### config.mk
export PLATFORM = sky130hd
export DESIGN_NAME = dual_timer
export DESIGN_NICKNAME = d
export VERILOG_FILES = /design/src/timer_pkg.sv /design/src/pin_sampler.sv /design/src/dual_timer.sv
export VERILOG_INCLUDE_DIRS = /design/src /design/src/src
export SDC_FILE = /design/constraint.sdc
export NUM_CORES = 1
export LEC_CHECK = 0
export BUFFER_PORTS_ARGS = -buffer_cell sky130_fd_sc_hd__buf_2
export CORE_MARGIN = 2
export CORE_UTILIZATION = 30
export DETAILED_ROUTE_END_ITERATION = 6
export GPL_TIMING_DRIVEN = 0
export PLACE_DENSITY = 0.56
export SKIP_CTS_REPAIR_TIMING = 1
export SYNTH_ARGS = -nofsm -noshare
export SYNTH_HDL_FRONTEND = slang
export SYNTH_SLANG_ARGS = --single-unit
### constraint.sdc
create_clock -name clk -period 6.93 [get_ports clk]
set_input_delay 1.386 -clock clk [delete_from_list [all_inputs] [get_ports clk]]
set_output_delay 1.386 -clock clk [all_outputs]
set_load 0.02 [all_outputs]
### src/timer_defines.svh
`ifndef TIMER_DEFINES_SVH
`define TIMER_DEFINES_SVH
// Register byte addresses on the special function bus
`define TCTRL_ADDR 8'h88
`define TMODE_ADDR 8'h89
`define T0LOW_ADDR 8'h8a
`define T1LOW_ADDR 8'h8b
`define T0HIGH_ADDR 8'h8c
`define T1HIGH_ADDR 8'h8d
// Bit-address page of the control register (0x88 to 0x8f)
`define TCTRL_BIT_PAGE 5'h11
// Control register fields
`define OVF1_BIT 7
`define RUN1_BIT 6
`define OVF0_BIT 5
`define RUN0_BIT 4
`define XFLAG1_BIT 3
`define XTYPE1_BIT 2
`define XFLAG0_BIT 1
`define XTYPE0_BIT 0
// Mode register fields
`define GATE_ONE_BIT 7
`define CSEL1_BIT 6
`define MODE1_HI 5
`define MODE1_LO 4
`define GATE_ZERO_BIT 3
`define CSEL0_BIT 2
`define MODE0_HI 1
`define MODE0_LO 0
// Reset values and counting constants
`define BYTE_RESET 8'h00
`define BYTE_ONES 8'hff
`define COUNT_ONE 8'h01
`endif

### src/timer_pkg.sv
package timer_pkg;
   // Two-bit mode field of each timer
   typedef enum logic [1:0] {
      mode_13bit = 2'b00,
      mode_16bit = 2'b01,
      mode_reload = 2'b10,
      mode_split = 2'b11
   } timer_mode_type;
endpackage

### src/pin_sampler.sv
`timescale 1ns/1ps
`default_nettype none
module pin_sampler (
   // Clock and reset
   input wire logic clk,
   input wire logic sys_rst,
   // Asynchronous pin
   input wire logic pin,
   // Synchronised level and edges
   output logic level,
   output logic fall,
   output logic rise
);
   logic meta_reg, meta_next;
   logic sync_reg, sync_next;
   logic prev_reg, prev_next;

   ////////////////////////////////////////////////////////////////////////
   // First stage feeds only the second stage
   always_comb begin
      meta_next = pin;
      sync_next = meta_reg;
      prev_next = sync_reg;
   end

   // Idle pins sit high, so reset to one avoids a false falling edge
   always_ff @(posedge clk) begin
      if (sys_rst) begin
         meta_reg <= 1'b1;
         sync_reg <= 1'b1;
         prev_reg <= 1'b1;
      end else begin
         meta_reg <= meta_next;
         sync_reg <= sync_next;
         prev_reg <= prev_next;
      end
   end

   ////////////////////////////////////////////////////////////////////////
   // Edges from two consecutive synchronised samples
   assign level = sync_reg;
   assign fall = prev_reg & ~sync_reg;
   assign rise = ~prev_reg & sync_reg;
endmodule
`default_nettype wire

### src/dual_timer.sv
`include "timer_defines.svh"
`timescale 1ns/1ps
`default_nettype none
module dual_timer
   import timer_pkg::*;
(
   // Clock and reset
   input wire logic clk,
   input wire logic sys_rst,
   // Special function register bus
   input wire logic [7:0] sfr_addr,
   input wire logic [7:0] sfr_wdata,
   input wire logic sfr_wr,
   input wire logic sfr_rd,
   output logic [7:0] sfr_rdata,
   // Bit-addressed writes
   input wire logic [7:0] sfr_bit_addr,
   input wire logic sfr_bit_value,
   input wire logic sfr_bit_wr,
   // Timebase ticks from the prescaler
   input wire logic timer0_tick,
   input wire logic timer1_tick,
   // External pins
   input wire logic count_pin_zero,
   input wire logic count_pin_one,
   input wire logic ext_gate_zero_input,
   input wire logic ext_gate_one_input,
   input wire logic ext_zero_polarity,
   input wire logic ext_one_polarity,
   // Interrupt controller
   input wire logic timer0_irq_enable,
   input wire logic timer1_irq_enable,
   input wire logic vector_timer0,
   input wire logic vector_timer1,
   input wire logic vector_ext_zero,
   input wire logic vector_ext_one,
   output logic timer0_irq,
   output logic timer1_irq,
   // Overflow event for other peripherals
   output logic timer1_overflow
);
   logic [7:0] timer_control_reg, timer_control_next;
   logic [7:0] timer_mode_register_reg, timer_mode_register_next;
   logic [7:0] timer0_low_byte_reg, timer0_low_byte_next;
   logic [7:0] timer0_high_byte_reg, timer0_high_byte_next;
   logic [7:0] timer1_low_byte_reg, timer1_low_byte_next;
   logic [7:0] timer1_high_byte_reg, timer1_high_byte_next;
   logic [7:0] rdata_reg, rdata_next;
   logic irq0_reg, irq0_next, irq1_reg, irq1_next, ovf1_reg, ovf1_next;
   logic c0_fall, c1_fall;
   logic g0_level, g0_fall, g0_rise, g1_level, g1_fall, g1_rise;
   timer_mode_type mode0, mode1;
   logic split, inc0, inc0_high, inc1, ovf0, ovf0_high, ovf1_evt;
   logic timer0_gate_bit_ok, timer1_gate_bit_ok, act0, act1, edge0, edge1;
   logic [16:0] step0, step1;
   logic [8:0] step0_high;
   logic wr_ctrl, wr_low0, wr_high0, wr_low1, wr_high1, wr_mode, bit_hit;

   ////////////////////////////////////////////////////////////////////////
   // Pin synchronisers
   pin_sampler count0_sampler (.clk(clk), .sys_rst(sys_rst), .pin(count_pin_zero),
      .level(), .fall(c0_fall), .rise());
   pin_sampler count1_sampler (.clk(clk), .sys_rst(sys_rst), .pin(count_pin_one),
      .level(), .fall(c1_fall), .rise());
   pin_sampler timer0_gate_bit_sampler (.clk(clk), .sys_rst(sys_rst), .pin(ext_gate_zero_input),
      .level(g0_level), .fall(g0_fall), .rise(g0_rise));
   pin_sampler timer1_gate_bit_sampler (.clk(clk), .sys_rst(sys_rst), .pin(ext_gate_one_input),
      .level(g1_level), .fall(g1_fall), .rise(g1_rise));

   ////////////////////////////////////////////////////////////////////////
   // One increment step; returns {overflow, high, low}
   function automatic logic [16:0] count_step(input timer_mode_type m,
                                              input logic [7:0] lo,
                                              input logic [7:0] hi);
      logic [13:0] c13;
      logic [16:0] c16;
      logic [8:0] c8;
      logic [16:0] res;
      c13 = {1'b0, hi, lo[4:0]} + 14'h1;
      c16 = {1'b0, hi, lo} + 17'h1;
      c8 = {1'b0, lo} + 9'h1;
      case (m)
         // Upper three low bits are left alone, software masks them
         mode_13bit: res = {c13[13], c13[12:5], lo[7:5], c13[4:0]};
         mode_16bit: res = c16;
         mode_reload: res = {c8[8], hi, c8[8] ? hi : c8[7:0]};
         default: res = {1'b0, hi, lo};
      endcase
      return res;
   endfunction

   ////////////////////////////////////////////////////////////////////////
   // Bus decode
   assign wr_ctrl = sfr_wr && (sfr_addr == `TCTRL_ADDR);
   assign wr_mode = sfr_wr && (sfr_addr == `TMODE_ADDR);
   assign wr_low0 = sfr_wr && (sfr_addr == `T0LOW_ADDR);
   assign wr_high0 = sfr_wr && (sfr_addr == `T0HIGH_ADDR);
   assign wr_low1 = sfr_wr && (sfr_addr == `T1LOW_ADDR);
   assign wr_high1 = sfr_wr && (sfr_addr == `T1HIGH_ADDR);
   assign bit_hit = sfr_bit_wr && (sfr_bit_addr[7:3] == `TCTRL_BIT_PAGE);

   ////////////////////////////////////////////////////////////////////////
   // Count enables
   always_comb begin
      mode0 = timer_mode_type'(timer_mode_register_reg[`MODE0_HI:`MODE0_LO]);
      mode1 = timer_mode_type'(timer_mode_register_reg[`MODE1_HI:`MODE1_LO]);
      split = (mode0 == mode_split);
      timer0_gate_bit_ok = ~timer_mode_register_reg[`GATE_ZERO_BIT] | (g0_level == ext_zero_polarity);
      timer1_gate_bit_ok = ~timer_mode_register_reg[`GATE_ONE_BIT] | (g1_level == ext_one_polarity);
      inc0 = timer_control_reg[`RUN0_BIT] & timer0_gate_bit_ok
         & (timer_mode_register_reg[`CSEL0_BIT] ? c0_fall : timer0_tick);
      // Split high half: clock only, enabled by timer 1 run
      inc0_high = split & timer_control_reg[`RUN1_BIT] & timer0_tick;
      if (split) begin
         inc1 = (mode1 != mode_split) & timer1_tick;
      end else begin
         inc1 = timer_control_reg[`RUN1_BIT] & timer1_gate_bit_ok & (mode1 != mode_split)
            & (timer_mode_register_reg[`CSEL1_BIT] ? c1_fall : timer1_tick);
      end
   end

   ////////////////////////////////////////////////////////////////////////
   // Counter steps
   always_comb begin
      step0 = count_step(split ? mode_reload : mode0, timer0_low_byte_reg,
                         timer0_high_byte_reg);
      if (split) begin
         // Split low half is a free 8-bit wrap, no reload
         step0 = {step0[16], timer0_high_byte_reg,
                  timer0_low_byte_reg + `COUNT_ONE};
      end
      step0_high = {1'b0, timer0_high_byte_reg} + 9'h1;
      step1 = count_step(mode1, timer1_low_byte_reg, timer1_high_byte_reg);
      ovf0 = inc0 & step0[16];
      ovf0_high = inc0_high & step0_high[8];
      ovf1_evt = inc1 & step1[16];
   end

   ////////////////////////////////////////////////////////////////////////
   // External interrupt detect per type and polarity
   always_comb begin
      act0 = (g0_level == ext_zero_polarity);
      act1 = (g1_level == ext_one_polarity);
      edge0 = ext_zero_polarity ? g0_rise : g0_fall;
      edge1 = ext_one_polarity ? g1_rise : g1_fall;
   end

   ////////////////////////////////////////////////////////////////////////
   // Register next values; hardware sets win over clears
   always_comb begin
      timer_mode_register_next = wr_mode ? sfr_wdata : timer_mode_register_reg;
      timer_control_next = wr_ctrl ? sfr_wdata : timer_control_reg;
      if (bit_hit) begin
         timer_control_next[sfr_bit_addr[2:0]] = sfr_bit_value;
      end
      if (vector_timer0) begin
         timer_control_next[`OVF0_BIT] = 1'b0;
      end
      if (vector_timer1) begin
         timer_control_next[`OVF1_BIT] = 1'b0;
      end
      if (vector_ext_zero && timer_control_reg[`XTYPE0_BIT]) begin
         timer_control_next[`XFLAG0_BIT] = 1'b0;
      end
      if (vector_ext_one && timer_control_reg[`XTYPE1_BIT]) begin
         timer_control_next[`XFLAG1_BIT] = 1'b0;
      end
      if (ovf0) begin
         timer_control_next[`OVF0_BIT] = 1'b1;
      end
      if (ovf0_high || (ovf1_evt && !split)) begin
         timer_control_next[`OVF1_BIT] = 1'b1;
      end
      if (timer_control_reg[`XTYPE0_BIT] ? edge0 : act0) begin
         timer_control_next[`XFLAG0_BIT] = 1'b1;
      end
      if (timer_control_reg[`XTYPE1_BIT] ? edge1 : act1) begin
         timer_control_next[`XFLAG1_BIT] = 1'b1;
      end
      // Software byte writes take priority over counting
      timer0_low_byte_next = wr_low0 ? sfr_wdata : (inc0 ? step0[7:0] : timer0_low_byte_reg);
      if (wr_high0) begin
         timer0_high_byte_next = sfr_wdata;
      end else if (split) begin
         timer0_high_byte_next = inc0_high ? step0_high[7:0] : timer0_high_byte_reg;
      end else begin
         timer0_high_byte_next = inc0 ? step0[15:8] : timer0_high_byte_reg;
      end
      timer1_low_byte_next = wr_low1 ? sfr_wdata : (inc1 ? step1[7:0] : timer1_low_byte_reg);
      timer1_high_byte_next = wr_high1 ? sfr_wdata : (inc1 ? step1[15:8] : timer1_high_byte_reg);
      irq0_next = timer_control_next[`OVF0_BIT] & timer0_irq_enable;
      irq1_next = timer_control_next[`OVF1_BIT] & timer1_irq_enable;
      ovf1_next = ovf1_evt;
      case (sfr_addr)
         `TCTRL_ADDR: rdata_next = timer_control_reg;
         `TMODE_ADDR: rdata_next = timer_mode_register_reg;
         `T0LOW_ADDR: rdata_next = timer0_low_byte_reg;
         `T1LOW_ADDR: rdata_next = timer1_low_byte_reg;
         `T0HIGH_ADDR: rdata_next = timer0_high_byte_reg;
         `T1HIGH_ADDR: rdata_next = timer1_high_byte_reg;
         default: rdata_next = `BYTE_RESET;
      endcase
      if (!sfr_rd) begin
         rdata_next = rdata_reg;
      end
   end

   // State registers
   always_ff @(posedge clk) begin
      if (sys_rst) begin
         timer_control_reg <= `BYTE_RESET;
         timer_mode_register_reg <= `BYTE_RESET;
         timer0_low_byte_reg <= `BYTE_RESET;
         timer0_high_byte_reg <= `BYTE_RESET;
         timer1_low_byte_reg <= `BYTE_RESET;
         timer1_high_byte_reg <= `BYTE_RESET;
         rdata_reg <= `BYTE_RESET;
         irq0_reg <= 1'b0;
         irq1_reg <= 1'b0;
         ovf1_reg <= 1'b0;
      end else begin
         timer_control_reg <= timer_control_next;
         timer_mode_register_reg <= timer_mode_register_next;
         timer0_low_byte_reg <= timer0_low_byte_next;
         timer0_high_byte_reg <= timer0_high_byte_next;
         timer1_low_byte_reg <= timer1_low_byte_next;
         timer1_high_byte_reg <= timer1_high_byte_next;
         rdata_reg <= rdata_next;
         irq0_reg <= irq0_next;
         irq1_reg <= irq1_next;
         ovf1_reg <= ovf1_next;
      end
   end

   assign sfr_rdata = rdata_reg;
   assign timer0_irq = irq0_reg;
   assign timer1_irq = irq1_reg;
   assign timer1_overflow = ovf1_reg;
endmodule
`default_nettype wire

==> flow_metrics.env <==
export IMPL_via_per_inst=5.90
export IMPL_area_delta_synth_final_pct=18.2
export IMPL_drive_gt1_frac=0.182
export IMPL_nets=700
export IMPL_io_buffers=54
export IMPL_coreArea_sq_um=15200
export IMPL_syn_area_sq_um=4660
export IMPL_postSynth_asyncResetShare=0
export IMPL_syn_avg_cell_area_sq_um=7.98
export IMPL_finalMaxSlewViolations=0
export IMPL_worst_ep_required_time_ns=7.14
export IMPL_drt_iter0_markers=523
export IMPL_power_leakage_nw=1.94
export IMPL_p_seq_frac=0.411
export IMPL_clkTransAtPathRegs_ns=0.05
export IMPL_ctsLongestPathBuffers=2
export IMPL_cp_common_cell="buf_2"
export IMPL_hpwl_um=12400
export IMPL_r2r_end="timer0_high_byte_reg[3]"
export IMPL_fill_cells=1608
export IMPL_reg2reg_depth=6
export IMPL_antenna_found_initial=0
export IMPL_hold_start="timer1_gate_bit_sampler.meta_reg"
export IMPL_setup_ws_ns=3.83
export IMPL_groute_usage_overall=0.202
export IMPL_drt_total_wl_um=16500
export IMPL_synth_seq_cells=71
export IMPL_grt_pass1_wl_um=25200
export IMPL_holdPathEnd="timer1_gate_bit_sampler.level"
export IMPL_num_rows=45
export IMPL_place_congestion=0.924
export IMPL_dp_slack_ns=3.50
export IMPL_grt_max_degree=12
export IMPL_reg2reg_setup_slack_ns=4.16
export IMPL_crit_slowest_cell="mux4_2"
export IMPL_die_y_um=129
export IMPL_numCtsBuffers=9
export IMPL_fmax_ghz=0.322
export IMPL_ir_drop_v=0.000143
export IMPL_critPathLaunchType="input port"
export IMPL_switching_power_w=0.000221
export IMPL_synth_edf_count=0
export IMPL_worstReg2RegStart="timer0_low_byte_reg[2]"
export IMPL_setup_tns_ns=0
export IMPL_maxCapViolCount=0
export IMPL_worst_slew_pin_slew_ns=0.814
export IMPL_ys_types=71
export IMPL_min_period_ns=3.10
export IMPL_wl_per_cell_um=19.6
export IMPL_combPwrFrac=0.064
export IMPL_antenna_left=0
export IMPL_cts_sinks=71
export IMPL_instances_no_fill=842
export IMPL_hold_path_class="reg2reg"
export IMPL_synth_nets=635
export IMPL_io_pin_count=55
export IMPL_switching_share=0.219
export IMPL_synth_cells=584
export IMPL_worst_setup_path_type="in2reg"
export IMPL_fin_crit_sh=0.448
export IMPL_p_per_area_nw_per_um2=184
export IMPL_synth_main_ff_cell="dfxtp_1"
export IMPL_htreeDepth=3
export IMPL_status="complete, no violations"
export IMPL_whs_path_depth=1
export IMPL_critPathMaxStageDelay_ns=0.62
export IMPL_path_buf_inv=3
export IMPL_ys_warn_count=0
export IMPL_rsz0062_at_grt="no"
export IMPL_finalSetupViolCount=0
export IMPL_die_x_um=129
export IMPL_crit_arrival_ns=3.32
export IMPL_drc=0
export IMPL_clkLatencyLatePin_ns=0.35
export IMPL_cts_tree="yes"
export IMPL_die_area_sq_um=16500
export IMPL_cp_end_kind="flop"
export IMPL_crit_fanout=10
export IMPL_finClkSkew_ns=0.00847
export IMPL_cts_root_buffer="clkbuf_16"
export IMPL_max_slew_margin=0.453
export IMPL_path_cells="buf_2, buf_2, buf_1, mux4_2, a222oi_1, o21ai_0"
export IMPL_cpLargestDelayFamily="buffers and inverters"
export IMPL_grt_pass1_vias=4491
export IMPL_first_pass_iters=5
export IMPL_diodes=0
export IMPL_vias=4970
export IMPL_p_int_w=0.000791
export IMPL_dp_cells=826
export IMPL_power_share_clock=0.525
export IMPL_hold_viol_final=0
export IMPL_grt_overflow=0
export IMPL_yosysSeqAreaShare=0.305
export IMPL_initial_utilization=0.307
## worst max-delay path by stage
stage / from / endpoint / slack, ns / depth (start not counted)
final: sfr_addr[0] / sfr_rdata[4] / 3.83 / 6
after global routing: sfr_addr[0] / sfr_rdata[4] / 3.61 / 6
after CTS: sfr_addr[0] / sfr_rdata[4] / 3.86 / 6
after global placement: sfr_addr[0] / sfr_rdata[3] / 3.53 / 6
after detailed placement: sfr_addr[0] / sfr_rdata[4] / 3.50 / 6
after floorplan: sfr_addr[6] / timer0_high_byte_reg[1] / 3.96 / 7
## per-layer routing
metal / vias to the layer above / track usage / part of all wire
met5: - / 0 / 0
met4: 0 / 0.0857 / 0.030
met3: 36 / 0.0449 / 0.087
met2: 232 / 0.306 / 0.43
met1: 2370 / 0.277 / 0.45
li1: 2332 / - / -
## synthesized netlist by cell type (8+ instances only)
cell type,number,area share
or2_2,15,0.020
a211oi_1,21,0.034
nand4_1,9,0.012
o21ai_0,33,0.035
clkbuf_1,25,0.020
and3_1,11,0.015
nor3_1,15,0.016
nor2_1,45,0.036
nand3_1,27,0.029
inv_1,12,0.0097
dfxtp_1,71,0.30
mux2i_1,12,0.026
mux4_2,8,0.039
a21oi_1,41,0.044
o211ai_1,8,0.013
nand2_1,76,0.061
## metrics by stage
stage / hold WS (ns) / area, sq um / utilization / total power (W)
2_1_floorplan: 0.389 / 4660 / - / 0.000452
3_3_place_gp: 0.393 / 5170 / 0.340 / 0.000487
3_5_place_dp: 0.398 / 5170 / 0.340 / 0.000488
4_1_cts: 0.410 / 5510 / 0.362 / 0.00102
5_1_grt: 0.414 / 5510 / 0.362 / 0.00104
6_report: 0.407 / 5510 / 0.362 / 0.00101
## power groups by stage
| stage | Sequential [W] | Combinational, W | Clock, W |
|---|---|---|---|
| finish | 0.000416 | 0.0000644 | 0.000531 |
| global route | 0.000416 | 0.0000690 | 0.000556 |
| CTS | 0.000416 | 0.0000635 | 0.000542 |
| detailed placement | 0.000425 | 0.0000633 | 0 |
| global placement | 0.000425 | 0.0000624 | 0 |
| floorplan | 0.000423 | 0.0000284 | 0 |
## logic make-up (layout without fill, tap and decap cells)
| family | Yosys count | in the layout | share of synthesized area |
|---|---|---|---|
| flip-flops | 71 | 71 | 0.305 |
| multiplexers | 27 | 27 | 0.0813 |
| buffers and inverters | 43 | 113 | 0.0354 |
| XOR/XNOR | 10 | 10 | 0.0188 |
| AND/OR/NAND/NOR | 247 | 247 | 0.269 |
| AO/OA/AOI/OAI | 179 | 179 | 0.272 |
| adder cells (fa/ha/maj) | 7 | 7 | 0.0188 |
## cell type report
class                      instances  area (sq um)  area share
buffer                            30           116      0.0211
clock buffer                      14           284      0.0515
clock inverter                     2          60.1      0.0109
inverter                          13          48.8     0.00886
multi-input combinational        470          3070       0.558
sequential                        71          1420       0.258
tap                              188           235      0.0427
timing repair buffer              54           270      0.0490
## worst reg2reg max path, stage by stage (launching register included)
cell	delay, ns
dfxtp_1	0.47
nand3_1	0.20
nor3_1	0.71
mux2_2	0.42
a2111oi_0	0.48
mux2i_1	0.14
a211oi_1	0.26
## placed cells by master, fill, tap and decap left out, types with 4 or more instances in the layout
cell / n
a211oi_1: 21
a21oi_1: 41
nand2_1: 76
and2_1: 7
clkbuf_8: 4
dfxtp_1: 71
nor3b_1: 4
mux4_2: 8
nor2b_1: 7
buf_2: 57
o31ai_1: 5
o211ai_1: 8
nand3_1: 27
nor2_1: 45
xnor2_1: 7
and3_1: 11
nand2b_1: 5
nor3_1: 15
a22o_1: 7
mux2_2: 7
a22oi_1: 4
clkbuf_1: 26
and4_1: 6
or2_2: 15
o21ai_0: 33
a31oi_1: 7
nor4_1: 5
clkbuf_16: 9
or3_1: 6
ha_1: 7
nand4_1: 9
inv_1: 12
a31o_2: 5
mux2i_1: 12
Power figures use the tool's default switching activity.
